## config.mk

```make
export PLATFORM = sky130hd
export DESIGN_NAME = sssr_top
export DESIGN_NICKNAME = d
export VERILOG_FILES = /design/src/rtl/sssr_evset.v /design/src/rtl/sssr_top.v
export VERILOG_INCLUDE_DIRS = /design/src /design/src/rtl
export SDC_FILE = /design/constraint.sdc
export NUM_CORES = 1
export LEC_CHECK = 0
export BUFFER_PORTS_ARGS = -buffer_cell sky130_fd_sc_hd__buf_2
export CORE_MARGIN = 4
export CORE_UTILIZATION = 50
export CTS_CLUSTER_SIZE = 16
export DETAILED_ROUTE_END_ITERATION = 8
export GPL_TIMING_DRIVEN = 0
export PLACE_DENSITY = 0.79
export SLEW_MARGIN = 20
export SYNTH_ARGS = -nofsm -noshare
export SYNTH_HDL_FRONTEND = slang
export SYNTH_SLANG_ARGS = --single-unit
```

## constraint.sdc

```tcl
create_clock -name mclk -period 5 [get_ports mclk]
set_input_delay 0.25 -clock mclk [delete_from_list [all_inputs] [get_ports mclk]]
set_output_delay 0.25 -clock mclk [all_outputs]
set_load 0.02 [all_outputs]
```

## src/rtl/sssr_map.vh

```
// register map, command bits, status byte layout and queue sizes of the status block
// assumes the includer is a plain verilog-2005 module clocked by mclk
//
// Functional notes
// - condition registers read-only, track live conditions
// - event pulse sets event bit until read or clear-status
// - enabled event bit drives set summary bit
// - enabled status byte summary sets master summary
// - four sets and two queues feed byte
// - query responses and errors enter their queues
// - power-on clears all registers, empties queues
// - clear-status resets all four event registers
// - three clear commands empty the error queue
// - status preset clears three enables, keeps errors
// - standard enable immune to preset and clear
// - system preset and reset change nothing here
// - writing zero clears that enable register
// - only enable registers are host writable
// - decimal parameter bit n has weight 2^n
// - status byte summaries follow sources, never latch
// - byte bits zero and two to seven assigned
// - serial poll clears request, not master summary
`ifndef SSSR_MAP_VH
`define SSSR_MAP_VH

`define SSSR_ADDR_W 5
`define SSSR_DATA_W 16

`define SSSR_OFF_STB 5'h00
`define SSSR_OFF_SRE 5'h01
`define SSSR_OFF_STD_EVT 5'h02
`define SSSR_OFF_STD_ENA 5'h03
`define SSSR_OFF_OPR_CND 5'h04
`define SSSR_OFF_OPR_EVT 5'h05
`define SSSR_OFF_OPR_ENA 5'h06
`define SSSR_OFF_MEA_CND 5'h07
`define SSSR_OFF_MEA_EVT 5'h08
`define SSSR_OFF_MEA_ENA 5'h09
`define SSSR_OFF_QUE_CND 5'h0a
`define SSSR_OFF_QUE_EVT 5'h0b
`define SSSR_OFF_QUE_ENA 5'h0c
`define SSSR_OFF_CMD 5'h0d
`define SSSR_OFF_OUTQ 5'h0e
`define SSSR_OFF_ERRQ 5'h0f
`define SSSR_OFF_SPOLL 5'h10
`define SSSR_OFF_QLVL 5'h11

`define SSSR_CMD_CLS 0
`define SSSR_CMD_PRESET 1
`define SSSR_CMD_QCLR 2
`define SSSR_CMD_SYSCLR 3
`define SSSR_CMD_SYSPRESET 4
`define SSSR_CMD_RST 5

`define SSSR_STB_MEAS 0
`define SSSR_STB_EAV 2
`define SSSR_STB_QUES 3
`define SSSR_STB_MAV 4
`define SSSR_STB_ESB 5
`define SSSR_STB_MSS 6
`define SSSR_STB_OSB 7

`define SSSR_RST16 16'h0000
`define SSSR_RST8 8'h00
`define SSSR_STB_USED 8'hbd

`define SSSR_Q_DEPTH 4
`define SSSR_Q_PTR_W 2
`define SSSR_Q_CNT_W 3
`define SSSR_Q_DATA_W 8

`endif

```

## src/rtl/sssr_evset.v

```verilog
// one status register set: condition, latched event and enable registers with summary
// assumes event inputs are one-cycle pulses synchronous to mclk
`timescale 1ns/1ps
`include "sssr_map.vh"

module sssr_evset (
  input wire mclk,
  input wire reset,
  input wire [15:0] cond_in,
  input wire [15:0] event_pulse,
  input wire event_clear,
  input wire enable_wr,
  input wire [15:0] enable_wdata,
  input wire enable_clear,
  output reg [15:0] cond,
  output reg [15:0] event_bits,
  output reg [15:0] enable,
  output wire summary
);

  always @(posedge mclk) begin
    if (reset) begin
      cond <= `SSSR_RST16;
      event_bits <= `SSSR_RST16;
      enable <= `SSSR_RST16;
    end else begin
      cond <= cond_in;
      // set beats clear on the same bit
      if (event_clear)
        event_bits <= event_pulse;
      else
        event_bits <= event_bits | event_pulse;
      if (enable_wr)
        enable <= enable_wdata;
      else if (enable_clear)
        enable <= `SSSR_RST16;
    end
  end

  assign summary = |(event_bits & enable);

endmodule

```

## src/rtl/sssr_top.v

```verilog
// status summary and service request block: four register sets, two queues, status byte
// assumes a one-cycle strobe register port; inputs synchronous to mclk
//
// The implementer's own choices: the address map and strobed register access.
`timescale 1ns/1ps
`include "sssr_map.vh"

module sssr_top (
  input wire mclk,
  input wire reset,
  input wire [4:0] addr,
  input wire [15:0] wdata,
  input wire wr,
  input wire rd,
  output reg [15:0] rdata,
  input wire [7:0] std_event_pulse,
  input wire [15:0] oper_cond_in,
  input wire [15:0] oper_event_pulse,
  input wire [15:0] meas_cond_in,
  input wire [15:0] meas_event_pulse,
  input wire [15:0] ques_cond_in,
  input wire [15:0] ques_event_pulse,
  input wire resp_push,
  input wire [7:0] resp_data,
  input wire err_push,
  input wire [7:0] err_data,
  output reg [7:0] status_byte,
  output reg master_summary_flag,
  output reg request_service_flag,
  output reg error_queue_nonempty,
  output reg questionable_summary,
  output reg standard_event_summary,
  output reg operation_summary
);

  localparam [`SSSR_Q_CNT_W-1:0] Q_FULL = `SSSR_Q_DEPTH;
  localparam [`SSSR_Q_CNT_W-1:0] Q_ONE = 1;

  // bus decode
  wire wr_sre = wr && (addr == `SSSR_OFF_SRE);
  wire wr_std = wr && (addr == `SSSR_OFF_STD_ENA);
  wire wr_opr = wr && (addr == `SSSR_OFF_OPR_ENA);
  wire wr_mea = wr && (addr == `SSSR_OFF_MEA_ENA);
  wire wr_que = wr && (addr == `SSSR_OFF_QUE_ENA);
  wire wr_cmd = wr && (addr == `SSSR_OFF_CMD);
  wire rd_std = rd && (addr == `SSSR_OFF_STD_EVT);
  wire rd_opr = rd && (addr == `SSSR_OFF_OPR_EVT);
  wire rd_mea = rd && (addr == `SSSR_OFF_MEA_EVT);
  wire rd_que = rd && (addr == `SSSR_OFF_QUE_EVT);
  wire rd_outq = rd && (addr == `SSSR_OFF_OUTQ);
  wire rd_errq = rd && (addr == `SSSR_OFF_ERRQ);
  wire rd_spoll = rd && (addr == `SSSR_OFF_SPOLL);

  // command strobes; system preset and reset common reach nothing here
  wire cmd_cls = wr_cmd && wdata[`SSSR_CMD_CLS];
  wire cmd_preset = wr_cmd && wdata[`SSSR_CMD_PRESET];
  wire cmd_qclr = wr_cmd && wdata[`SSSR_CMD_QCLR];
  wire cmd_sysclr = wr_cmd && wdata[`SSSR_CMD_SYSCLR];
  wire err_flush = cmd_cls || cmd_qclr || cmd_sysclr;

  wire [15:0] std_cond;
  wire [15:0] std_evt;
  wire [15:0] std_ena;
  wire [15:0] opr_cond;
  wire [15:0] opr_evt;
  wire [15:0] opr_ena;
  wire [15:0] mea_cond;
  wire [15:0] mea_evt;
  wire [15:0] mea_ena;
  wire [15:0] que_cond;
  wire [15:0] que_evt;
  wire [15:0] que_ena;
  wire std_sum;
  wire opr_sum;
  wire mea_sum;
  wire que_sum;

  // standard set: enable untouched by preset or clear-status
  sssr_evset u_std (
    .mclk(mclk),
    .reset(reset),
    .cond_in(16'h0000),
    .event_pulse({8'h00, std_event_pulse}),
    .event_clear(rd_std || cmd_cls),
    .enable_wr(wr_std),
    .enable_wdata(wdata),
    .enable_clear(1'b0),
    .cond(std_cond),
    .event_bits(std_evt),
    .enable(std_ena),
    .summary(std_sum)
  );

  sssr_evset u_opr (
    .mclk(mclk),
    .reset(reset),
    .cond_in(oper_cond_in),
    .event_pulse(oper_event_pulse),
    .event_clear(rd_opr || cmd_cls),
    .enable_wr(wr_opr),
    .enable_wdata(wdata),
    .enable_clear(cmd_preset),
    .cond(opr_cond),
    .event_bits(opr_evt),
    .enable(opr_ena),
    .summary(opr_sum)
  );

  sssr_evset u_mea (
    .mclk(mclk),
    .reset(reset),
    .cond_in(meas_cond_in),
    .event_pulse(meas_event_pulse),
    .event_clear(rd_mea || cmd_cls),
    .enable_wr(wr_mea),
    .enable_wdata(wdata),
    .enable_clear(cmd_preset),
    .cond(mea_cond),
    .event_bits(mea_evt),
    .enable(mea_ena),
    .summary(mea_sum)
  );

  sssr_evset u_que (
    .mclk(mclk),
    .reset(reset),
    .cond_in(ques_cond_in),
    .event_pulse(ques_event_pulse),
    .event_clear(rd_que || cmd_cls),
    .enable_wr(wr_que),
    .enable_wdata(wdata),
    .enable_clear(cmd_preset),
    .cond(que_cond),
    .event_bits(que_evt),
    .enable(que_ena),
    .summary(que_sum)
  );

  // output queue
  reg [7:0] outq_mem [0:`SSSR_Q_DEPTH-1];
  reg [`SSSR_Q_PTR_W-1:0] outq_head;
  reg [`SSSR_Q_CNT_W-1:0] outq_cnt;
  wire outq_pop = rd_outq && (outq_cnt != 0);
  wire outq_put = resp_push && ((outq_cnt != Q_FULL) || outq_pop);
  wire [`SSSR_Q_CNT_W-1:0] outq_wsum = {1'b0, outq_head} + outq_cnt;
  wire [`SSSR_Q_PTR_W-1:0] outq_wptr = outq_wsum[`SSSR_Q_PTR_W-1:0];

  // error queue
  reg [7:0] errq_mem [0:`SSSR_Q_DEPTH-1];
  reg [`SSSR_Q_PTR_W-1:0] errq_head;
  reg [`SSSR_Q_CNT_W-1:0] errq_cnt;
  wire errq_pop = rd_errq && (errq_cnt != 0);
  wire errq_put = err_push && ((errq_cnt != Q_FULL) || errq_pop || err_flush);
  wire [`SSSR_Q_CNT_W-1:0] errq_wsum = {1'b0, errq_head} + errq_cnt;
  wire [`SSSR_Q_PTR_W-1:0] errq_wptr = errq_wsum[`SSSR_Q_PTR_W-1:0];

  integer i;

  always @(posedge mclk) begin
    if (reset) begin
      outq_head <= {`SSSR_Q_PTR_W{1'b0}};
      outq_cnt <= {`SSSR_Q_CNT_W{1'b0}};
      for (i = 0; i < `SSSR_Q_DEPTH; i = i + 1)
        outq_mem[i] <= `SSSR_RST8;
    end else begin
      if (outq_put)
        outq_mem[outq_wptr] <= resp_data;
      if (outq_pop)
        outq_head <= outq_head + 2'd1;
      if (outq_put && !outq_pop)
        outq_cnt <= outq_cnt + Q_ONE;
      else if (outq_pop && !outq_put)
        outq_cnt <= outq_cnt - Q_ONE;
    end
  end

  // a push in the flush cycle survives as the only entry
  always @(posedge mclk) begin
    if (reset) begin
      errq_head <= {`SSSR_Q_PTR_W{1'b0}};
      errq_cnt <= {`SSSR_Q_CNT_W{1'b0}};
      for (i = 0; i < `SSSR_Q_DEPTH; i = i + 1)
        errq_mem[i] <= `SSSR_RST8;
    end else if (err_flush) begin
      errq_head <= {`SSSR_Q_PTR_W{1'b0}};
      errq_cnt <= err_push ? Q_ONE : {`SSSR_Q_CNT_W{1'b0}};
      if (err_push)
        errq_mem[0] <= err_data;
    end else begin
      if (errq_put)
        errq_mem[errq_wptr] <= err_data;
      if (errq_pop)
        errq_head <= errq_head + 2'd1;
      if (errq_put && !errq_pop)
        errq_cnt <= errq_cnt + Q_ONE;
      else if (errq_pop && !errq_put)
        errq_cnt <= errq_cnt - Q_ONE;
    end
  end

  // status byte, evaluated every cycle from live summaries
  reg [7:0] sre;
  reg [7:0] en_sum_prev;
  reg [7:0] next_sum;
  reg [7:0] next_en_sum;
  reg next_mss;

  always @* begin
    next_sum = 8'h00;
    next_sum[`SSSR_STB_MEAS] = mea_sum;
    next_sum[`SSSR_STB_EAV] = (errq_cnt != 0);
    next_sum[`SSSR_STB_QUES] = que_sum;
    next_sum[`SSSR_STB_MAV] = (outq_cnt != 0);
    next_sum[`SSSR_STB_ESB] = std_sum;
    next_sum[`SSSR_STB_OSB] = opr_sum;
    next_en_sum = next_sum & sre & `SSSR_STB_USED;
    next_mss = |next_en_sum;
  end

  always @(posedge mclk) begin
    if (reset) begin
      sre <= `SSSR_RST8;
      en_sum_prev <= `SSSR_RST8;
      status_byte <= `SSSR_RST8;
      master_summary_flag <= 1'b0;
      request_service_flag <= 1'b0;
      error_queue_nonempty <= 1'b0;
      questionable_summary <= 1'b0;
      standard_event_summary <= 1'b0;
      operation_summary <= 1'b0;
    end else begin
      if (wr_sre)
        sre <= wdata[7:0];
      en_sum_prev <= next_en_sum;
      status_byte <= {next_sum[7], next_mss, next_sum[5:0]};
      master_summary_flag <= next_mss;
      error_queue_nonempty <= next_sum[`SSSR_STB_EAV];
      questionable_summary <= next_sum[`SSSR_STB_QUES];
      standard_event_summary <= next_sum[`SSSR_STB_ESB];
      operation_summary <= next_sum[`SSSR_STB_OSB];
      // newly enabled summary raises request; poll clears, new rise wins
      if (|(next_en_sum & ~en_sum_prev))
        request_service_flag <= 1'b1;
      else if (rd_spoll)
        request_service_flag <= 1'b0;
    end
  end

  // read port: data valid the cycle after the strobe, unmapped reads zero
  reg [15:0] next_rdata;

  always @* begin
    next_rdata = 16'h0000;
    case (addr)
      `SSSR_OFF_STB: next_rdata = {8'h00, status_byte};
      `SSSR_OFF_SRE: next_rdata = {8'h00, sre};
      `SSSR_OFF_STD_EVT: next_rdata = std_evt;
      `SSSR_OFF_STD_ENA: next_rdata = std_ena;
      `SSSR_OFF_OPR_CND: next_rdata = opr_cond;
      `SSSR_OFF_OPR_EVT: next_rdata = opr_evt;
      `SSSR_OFF_OPR_ENA: next_rdata = opr_ena;
      `SSSR_OFF_MEA_CND: next_rdata = mea_cond;
      `SSSR_OFF_MEA_EVT: next_rdata = mea_evt;
      `SSSR_OFF_MEA_ENA: next_rdata = mea_ena;
      `SSSR_OFF_QUE_CND: next_rdata = que_cond;
      `SSSR_OFF_QUE_EVT: next_rdata = que_evt;
      `SSSR_OFF_QUE_ENA: next_rdata = que_ena;
      `SSSR_OFF_OUTQ: next_rdata = (outq_cnt != 0) ? {8'h00, outq_mem[outq_head]} : 16'h0000;
      `SSSR_OFF_ERRQ: next_rdata = (errq_cnt != 0) ? {8'h00, errq_mem[errq_head]} : 16'h0000;
      `SSSR_OFF_SPOLL: next_rdata = {8'h00, status_byte[7], request_service_flag,
                                     status_byte[5:0]};
      `SSSR_OFF_QLVL: next_rdata = {5'h00, errq_cnt, 5'h00, outq_cnt};
      default: next_rdata = 16'h0000;
    endcase
  end

  always @(posedge mclk) begin
    if (reset)
      rdata <= `SSSR_RST16;
    else if (rd)
      rdata <= next_rdata;
    else
      rdata <= `SSSR_RST16;
  end

  // std_cond is unused; the standard set has no live condition
  wire unused_std = |std_cond;

endmodule

```

==> results.yml, run 1 <==
critical_path:
  end_kind: "register"
  startpoint_type: "register"
  r2r-end: "errq_cnt[2]$_SDFFE_PP0P_"
  rr_worst_depth: 9
  rr_startpoint: "errq_cnt[1]$_SDFFE_PP0P_"
  arrival_ns: 3.19
  setup.worst_path.class: "register to register"
  crit_required_ns: 5.43
  rrSetupSlack_ns: 2.24
  path_max_fanout: 8
clocking:
  cts_setup_buffers: 0
  cts_hold_buf: 105
  cts_tree: "yes"
  cts.path.max_buffers: 3
  htree_num_levels: 1
  clk_pin_slew_ns: 0.06
  cts-root-buf: "clkbuf_16"
  cts_buffers: 30
  clkLatencyLatePin_ns: 0.56
  numClockSinks: 284
  cts_resized: 0
logic_synthesis:
  ys_warn_count: 0
  synth.net_count: 1277
  syn-instance-count: 1125
  syn_area_um2: 11740
  ys_async_sr_fraction_pct: 0
  ys_ff_latch: 284
  avgSynthCellArea_um2: 10.43
  synth_top_flop_cell: "dfxtp_1"
  yosysSeqAreaShare_pct: 53.89
  synth_edf_count: 64
  synth.distinct_cells: 71
finish:
  final_nets: 1588
  fin_cells: 1773
  area_growth_syn_to_layout_pct: 28.30
  layout-drive-gt1-share_pct: 20.68
  num_antenna_cells: 0
  utilization_pct: 65.92
  post-route-cell-area_um2: 15060
place:
  port_buffers: 174
  gp_congestion: 1.036
  hpwl_mm: 31.71
  place_area_um2: 13010
  dp_cells: 1612
route:
  drt_iter0_drc: 1494
  viasPerCell: 6.161
  dr.pass1.iters: 8
  wl_mm: 45.59
  wire_per_inst_um: 25.72
  ant_nets: 0
  num_vias: 10920
  drc_errors: 0
die:
  die_h_um: 161.2
  initial_core_util_pct: 51.38
  design.core.area_um2: 22850
  ios: 177
  rows: 55
  dieArea_um2: 25990
  die_w_um: 161.2
timing:
  worst-slew-pin-transition_ns: 1.117
  timing.slew.headroom_pct: 23.61
  fin_crit_sh_pct: 55.13
  setup_viol: 0
  final.min_clock_period_ns: 2.756
  maxSlewViolCount: 0
  finalHoldViolCount: 0
  whs_ns: 0.006651
  fin_skew_ns: 0.01648
  tns_ns: 0
  rsz0062_at_grt: "no"
  fmax_mhz: 362.8
global_route:
  antenna_found_initial: 1
  track_usage_pct: 34.03
  grt_max_degree: 15
  grt_pass1_vias: 10940
  grt_first_pass_wirelength_mm: 67.36
  globalRouteOverflowTotal: 0
min_path:
  hold_path_end: "errq_mem[3][0]$_DFFE_PP_"
  min_from: "err_data[0]"
  hold_path.class: "primary input to register"
  holdPathStages: 2
power_and_ir_drop:
  vdd_drop_max_mv: 0.2798
  p_leak_nw: 5.856
  powerDensity_nw_per_um2: 356.8
flow_run:
  maxCapViolCount: 0
outcome:
  status: "finished, final reports clean"
## power breakdown
group          total (W)  internal, W  switching [W]
combinational   0.000555     0.000240       0.000315
sequential       0.00257      0.00247      0.0000977
clock            0.00225      0.00133       0.000924
total            0.00537      0.00404        0.00134
## synth_stat cells (all sizes together) (4+ instances only)
library cell | n | share of area, %
clkbuf | 41 | 1.3
nand3 | 19 | 0.81
nand2b | 10 | 0.53
edfxtp | 64 | 16
inv | 8 | 0.26
nand3b | 5 | 0.32
xor2 | 7 | 0.52
or3b | 4 | 0.30
a221oi | 25 | 1.9
nand2 | 29 | 0.93
a22o | 19 | 1.4
nor2 | 150 | 4.9
a22oi | 104 | 6.7
nor2b | 53 | 2.8
o21ai | 6 | 0.26
a222oi | 7 | 0.60
mux2 | 5 | 0.48
nor3 | 20 | 1.2
and3 | 20 | 1.1
and2 | 67 | 3.6
or3 | 4 | 0.21
mux2i | 14 | 1.2
xnor2 | 5 | 0.37
a31oi | 18 | 0.96
and4 | 7 | 0.52
buf | 37 | 1.9
a21o | 4 | 0.26
dfxtp | 220 | 38
a21oi | 84 | 3.6
mux4 | 16 | 3.1
## how the worst max path moves through the flow
stage	start	endpoint	slack [ns]	cells past startpoint
6_report	errq_cnt[1]$_SDFFE_PP0P_	errq_cnt[2]$_SDFFE_PP0P_	2.24	9
4_1_cts	errq_cnt[1]$_SDFFE_PP0P_	errq_cnt[2]$_SDFFE_PP0P_	2.25	9
2_1_floorplan	addr[4]	outq_cnt[2]$_SDFFE_PP0P_	2.48	11
3_3_place_gp	addr[0]	rdata[1]$_SDFF_PP0_	2.11	7
3_5_place_dp	addr[0]	rdata[1]$_SDFF_PP0_	2.15	7
5_1_grt	errq_cnt[1]$_SDFFE_PP0P_	errq_cnt[2]$_SDFFE_PP0P_	1.98	9
## critical path, stage by stage, from the launching register on
cell and delay [ns]:
dfxtp_1 0.30, clkbuf_1 0.44, o311a_1 0.27, nand3_1 0.19, nand2_1 0.21, a21oi_1 0.08
fa_1 0.42, nor3b_1 0.17, a31o_2 0.22, a2111oi_0 0.35
## placed cells by master, fill, tap and decap left out, drive strengths merged, types with 8 or more instances in the layout
cell type,synthesis,layout
and3,20,20
nand2b,10,10
dlygate4sd3,0,105
nand3,19,19
a221oi,25,25
a22oi,104,104
a22o,19,19
edfxtp,64,64
dfxtp,220,220
buf,37,211
nor2b,53,53
clkinv,0,8
inv,8,9
nor3,20,20
nand2,29,29
mux4,16,16
mux2i,14,14
clkbuf,41,82
a21oi,84,84
nor2,150,150
and2,67,67
a31oi,18,18
## per-stage QoR
| step | worst slack, ns | total power [W] |
|---|---|---|
| 6_report | 2.244 | 0.005374 |
| 5_1_grt | 1.984 | 0.005516 |
| 4_1_cts | 2.253 | 0.005349 |
| 3_5_place_dp | 2.151 | 0.003078 |
| 3_3_place_gp | 2.111 | 0.003062 |
| 2_1_floorplan | 2.478 | 0.002842 |
## sequential cells by signal (all words and copies together) (netlist names), named ones only
register / flops
errq_head: 2
errq_cnt: 3
errq_mem: 32
u_que.enable: 16
outq_mem: 32
u_que.event_bits: 16
status_byte: 7
u_opr.event_bits: 16
u_mea.cond: 16
rdata: 16
en_sum_prev: 6
outq_cnt: 3
outq_head: 2
u_std.enable: 16
u_opr.cond: 16
u_opr.enable: 16
u_std.event_bits: 8
sre: 8
u_que.cond: 16
request_service_flag: 1
u_mea.event_bits: 16
u_mea.enable: 16
## routing by layer
metal / vias up / wire length [um] / track usage (%)
met5: - / 7 / 0
met4: 2 / 2669 / 16.21
met3: 180 / 5101 / 9.416
met2: 804 / 21020 / 55.51
met1: 5176 / 16790 / 42.02
li1: 4762 / - / -
## cells by family (layout without fill, tap and decap cells)
group / count (synthesis) / in the layout / share of synthesized area (%)
AND/OR/NAND/NOR: 407 / 407 / 18.51
AO/OA/AOI/OAI: 295 / 295 / 17.84
flip-flops: 284 / 284 / 53.89
buffers and inverters: 86 / 421 / 3.421
XOR/XNOR: 12 / 12 / 0.8953
multiplexers: 35 / 35 / 4.743
adder cells (fa/ha/maj): 5 / 5 / 0.6609
other: 1 / 1 / 0.03195
## area by class of cell
class                      instances  area [um2]
buffer                            78       371.6
clock buffer                      41       838.3
clock inverter                    15       158.9
fill                            1800        7786
inverter                           8       30.03
multi-input combinational        755        5022
sequential                       284        6326
tap                              313       391.6
timing repair buffer             279        1922
(Power assumes the default switching activity.)
==> run 2: changes to the inputs <==
clock period = 2.82 ns   (was 5 ns; I/O delays follow)
==> results.yml, run 2 (synthesized netlist as in run 1, its figures left out) <==
timing:
  fmax_mhz: 378.1
  fin_crit_sh_pct: 93.79
  setup_viol: 0
  whs_ns: 0.05154
  fin_skew_ns: 0.01168
  final.min_clock_period_ns: 2.645
  timing.slew.headroom_pct: 27.97
  tns_ns: 0
  finalHoldViolCount: 0
  rsz0062_at_grt: "no"
  worst-slew-pin-transition_ns: 1.072
  maxSlewViolCount: 0
finish:
  final_common_cell: "dfxtp_1"
  final_cell_mix: "217 x dfxtp_1, 195 x buf_2, 146 x nor2_1, 136 x dlygate4sd3_1, 104 x a22oi_1"
  layout-drive-gt1-share_pct: 20.40
  nFillCells: 1751
  reg_top3: "errq_mem (32), outq_mem (32)"
  final_nets: 1618
  seqCellArea_um2: 6330
  area_growth_syn_to_layout_pct: 30.97
  multi_input_area_um2: 5024
clocking:
  cts.path.max_buffers: 3
  numClockSinks: 284
  cts-root-buf: "clkbuf_16"
  clkLatencyLatePin_ns: 0.56
  clk_pin_slew_ns: 0.07
  cts_buffers: 30
  htree_num_levels: 1
  cts_tree: "yes"
critical_path:
  end_kind: "register"
  arrival_ns: 3.12
  startpoint_type: "register"
  cp_num_buf_inv: 1
  setup.worst_path.class: "register to register"
  path_max_fanout: 10
  cp_slowest_cell: "nor3_1"
  critPathMaxStageDelay_ns: 0.58
  crit_required_ns: 3.30
  worstPathCellList: "nor3_1, nor3_4, nand2_1, ha_1, inv_1, fa_1, xor2_1, or3_1, a21oi_1"
  critPathTopFamily: "simple AND/OR/NAND/NOR gates"
  rrSetupSlack_ns: 0.18
global_route:
  antenna_found_initial: 2
  busiest_layer: "met2"
  grt_util_met3_pct: 8.676
  globalRouteOverflowTotal: 0
  track_usage_pct: 34.56
  grt_first_pass_wirelength_mm: 68.57
  use_met2_pct: 57.14
  use_met1_pct: 42.68
  grt_max_degree: 15
  grt_pass1_vias: 11180
route:
  ant_nets: 0
  viasPerCell: 6.190
  num_vias: 11170
  wl_mm: 46.39
  drc_errors: 0
  wire_per_inst_um: 25.72
  drt_iter0_drc: 1407
  dr.pass1.iters: 9
power_and_ir_drop:
  powerDensity_nw_per_um2: 623.4
  vdd_drop_max_mv: 0.4957
  p_leak_nw: 5.991
die:
  rows: 55
  ios: 177
  design.core.area_um2: 22850
  dieArea_um2: 25990
  initial_core_util_pct: 51.38
  die_h_um: 161.2
  die_w_um: 161.2
flow_run:
  maxCapViolCount: 0
outcome:
  status: "finished, final reports clean"
place:
  hpwl_mm: 31.71
  port_buffers: 174
  gp_congestion: 1.036
min_path:
  hold_path.class: "primary input to register"
run 2: cell type report:
class | instances | area share [%]
timing repair buffer | 310 | 14.52
tap | 313 | 2.547
clock inverter | 15 | 1.034
multi-input combinational | 755 | 32.67
inverter | 8 | 0.1953
sequential | 284 | 41.17
clock buffer | 41 | 5.452
antenna | 1 | 0.01628
buffer | 77 | 2.393
run 2: worst paths after layout:
| kind | end | cells after the start | start |
|---|---|---|---|
| worst max register to register | outq_cnt[2]$_SDFFE_PP0P_ | 9 | outq_cnt[0]$_SDFFE_PP0P_ |
| worst min-delay path | errq_cnt[0]$_SDFFE_PP0P_ | 4 | err_push |
| worst min register to register | sre[6]$_SDFFE_PP0P_ | 2 | sre[6]$_SDFFE_PP0P_ |
| worst max-delay path | outq_cnt[2]$_SDFFE_PP0P_ | 9 | outq_cnt[0]$_SDFFE_PP0P_ |
run 2: report_power, final:
group / internal (W) / switching [W] / leakage (nW)
Sequential: 0.00438 / 0.000178 / 2.48
Combinational: 0.000454 / 0.000562 / 3.03
Clock: 0.00235 / 0.00165 / 0.491
run 2: worst min-delay path, stage by stage:
cell and delay [ns]:
buf_2 0.11, nand2b_1 0.12, a21o_1 0.12, a31oi_1 0.07
run 2: timing repair:
action | CTS | global route
gates resized for setup | 0 | 4
endpoints found under the setup margin | 0 | 2
buffers inserted | 0 | 0
hold buffers | 136 | 0
endpoints found under the hold margin | 215 | 0
run 2: metal layers:
| metal | part of all wire [%] | vias to the layer above |
|---|---|---|
| met3 | 11 | 174 |
| met2 | 47 | 815 |
| met1 | 37 | 5339 |
| met4 | 5.5 | 2 |
| li1 | - | 4836 |
| met5 | 0.015 | - |
run 2: through the flow:
step / setup slack (ns) / utilization [%] / instance area, um2 / total power [W] / std cells
floorplan: 0.4072 / - / 11740 / 0.005039 / 1125
global placement: 0.03990 / 56.91 / 13000 / 0.005429 / 1612
detailed placement: 0.06835 / 56.93 / 13010 / 0.005457 / 1612
CTS: 0.07310 / 67.26 / 15370 / 0.009517 / 1804
global route: 0.01141 / 67.29 / 15370 / 0.009819 / 1804
finish: 0.1750 / 67.29 / 15370 / 0.009584 / 1804
==> run 3: changes to the inputs <==
CORE_ASPECT_RATIO = 0.7   (was unset)
==> results.yml, run 3 (synthesized netlist as in run 1, its figures left out) <==
clocking:
  cts-root-buf: "clkbuf_16"
  clkLatencyLatePin_ns: 0.54
  cts_setup_buffers: 0
  htree_num_levels: 1
  cts.path.max_buffers: 3
  cts_buffers: 26
  cts_tree: "yes"
  clk_pin_slew_ns: 0.07
  numClockSinks: 284
min_path:
  hold_path.class: "primary input to register"
  holdPathStages: 3
  hold_path_end: "sre[3]$_SDFFE_PP0P_"
  min_from: "wdata[3]"
die:
  ios: 177
  dieArea_um2: 26030
  design.core.area_um2: 22850
  die_h_um: 136.2
  die_w_um: 191.1
  initial_core_util_pct: 51.37
  rows: 46
finish:
  reg_top3: "errq_mem (32), outq_mem (32)"
  nFillCells: 1698
  post-route-cell-area_um2: 15230
  final_cell_mix: "219 x dfxtp_1, 195 x buf_2, 146 x nor2_1, 131 x dlygate4sd3_1, 104 x a22oi_1"
  area_growth_syn_to_layout_pct: 29.71
  final_common_cell: "dfxtp_1"
  layout-drive-gt1-share_pct: 19.97
  final_nets: 1609
critical_path:
  arrival_ns: 3.18
  setup.worst_path.class: "register to register"
  rrSetupSlack_ns: 0.11
  end_kind: "register"
  crit_required_ns: 3.29
  rr_worst_depth: 9
  path_max_fanout: 10
  startpoint_type: "register"
  r2r-end: "outq_cnt[2]$_SDFFE_PP0P_"
  rr_startpoint: "outq_cnt[0]$_SDFFE_PP0P_"
place:
  pre_cts_slack_ns: 0.1235
  place_area_um2: 13010
  port_buffers: 174
  hpwl_mm: 34.20
  gp_congestion: 1.061
route:
  wl_mm: 48.57
  viasPerCell: 6.283
  ant_nets: 0
  num_vias: 11250
  wire_per_inst_um: 27.13
  dr.pass1.iters: 8
  drt_iter0_drc: 1823
  drc_errors: 0
timing:
  fin_skew_ns: 0.008224
  tns_ns: 0
  maxSlewViolCount: 0
  rsz0062_at_grt: "no"
  worst-slew-pin-transition_ns: 1.154
  setup_viol: 0
  setup_ws_ns: 0.1088
  fin_crit_sh_pct: 96.14
  final.min_clock_period_ns: 2.711
  timing.slew.headroom_pct: 21.10
  fmax_mhz: 368.8
  finalHoldViolCount: 0
power_and_ir_drop:
  p_sw_w: 0.002336
  powerDensity_nw_per_um2: 611.0
  power_w: 0.009304
  clkPwrFrac_pct: 39.8
  p_sw_share_pct: 25.11
  p_leak_nw: 5.927
  p_seq_share_pct: 49.2
  p_int_w: 0.006968
  p_comb_share_pct: 11.0
  vdd_drop_max_mv: 0.4036
global_route:
  globalRouteOverflowTotal: 0
  grt_first_pass_wirelength_mm: 69.89
  grt_pass1_vias: 10860
  grt_max_degree: 16
  track_usage_pct: 36.49
  antenna_found_initial: 2
outcome:
  status: "finished, final reports clean"
flow_run:
  maxCapViolCount: 0
## run 3: cell count changes in the layout (fill, tap and decap cells not counted), sizes merged
cell,before,now
bufinv,3,1
clkinv,8,5
clkinvlp,3,0
dlygate4sd3,136,131
## run 3: cell type report
cell class,instances,area [um2],area share [%]
clock buffer,41,840.8,5.522
timing repair buffer,305,2182,14.33
sequential,284,6327,41.56
buffer,77,367.9,2.416
multi-input combinational,755,5022,32.99
antenna,1,2.502,0.01644
clock inverter,7,62.56,0.4109
inverter,8,30.03,0.1972
tap,312,390.4,2.564
## run 3: power by group through the flow
stage | Sequential, W | Combinational, W | Clock, W
floorplan | 0.00456 | 0.000482 | 0
global placement | 0.00464 | 0.000812 | 0
detailed placement | 0.00464 | 0.000830 | 0
CTS | 0.00455 | 0.000975 | 0.00370
global route | 0.00459 | 0.00108 | 0.00384
finish | 0.00458 | 0.00102 | 0.00370
## run 3: per-stage QoR
| step | util (%) | hold slack, ns | std cells |
|---|---|---|---|
| 2_1_floorplan | - | 0.2584 | 1125 |
| 3_3_place_gp | 56.89 | 0.3440 | 1611 |
| 3_5_place_dp | 56.92 | 0.3529 | 1611 |
| 4_1_cts | 66.61 | 0.004943 | 1790 |
| 5_1_grt | 66.62 | 0.01996 | 1789 |
| 6_report | 66.64 | 0.04550 | 1790 |
## run 3: worst max path at each step
stage                                           to  slack, ns                      from  cells after the start
final                     outq_cnt[2]$_SDFFE_PP0P_       0.11  outq_cnt[0]$_SDFFE_PP0P_                      9
after global routing      outq_cnt[2]$_SDFFE_PP0P_       0.01  outq_cnt[0]$_SDFFE_PP0P_                      9
after CTS                 outq_cnt[2]$_SDFFE_PP0P_       0.06  outq_cnt[0]$_SDFFE_PP0P_                      9
after detailed placement  outq_cnt[2]$_SDFFE_PP0P_       0.12  outq_cnt[0]$_SDFFE_PP0P_                      9
after global placement    outq_cnt[2]$_SDFFE_PP0P_       0.18  outq_cnt[0]$_SDFFE_PP0P_                      9
after floorplan           outq_cnt[2]$_SDFFE_PP0P_       0.41                   addr[4]                     11
## run 3: routing by layer
layer | wire length [um] | share of wire (%) | GRT usage [%]
met3 | 8046 | 17 | 15.02
met1 | 20010 | 41 | 53.58
met4 | 1432 | 2.9 | 8.971
met5 | 21 | 0.043 | 0
met2 | 19060 | 39 | 49.94
## run 3: worst max-delay path, stage by stage (launching register included)
cell	delay, ns
dfxtp_1	0.53
nor3_2	0.16
nor3_2	0.63
nand2_1	0.23
ha_1	0.28
inv_1	0.08
fa_1	0.19
xor2_1	0.08
or3_1	0.30
a21oi_1	0.15
## run 3: what timing repair did
item / in CTS / in global routing
resized for setup: 0 / 2
endpoints found under the setup margin: 0 / 2
endpoints found under the hold margin: 204 / 0
hold buffers: 131 / 0
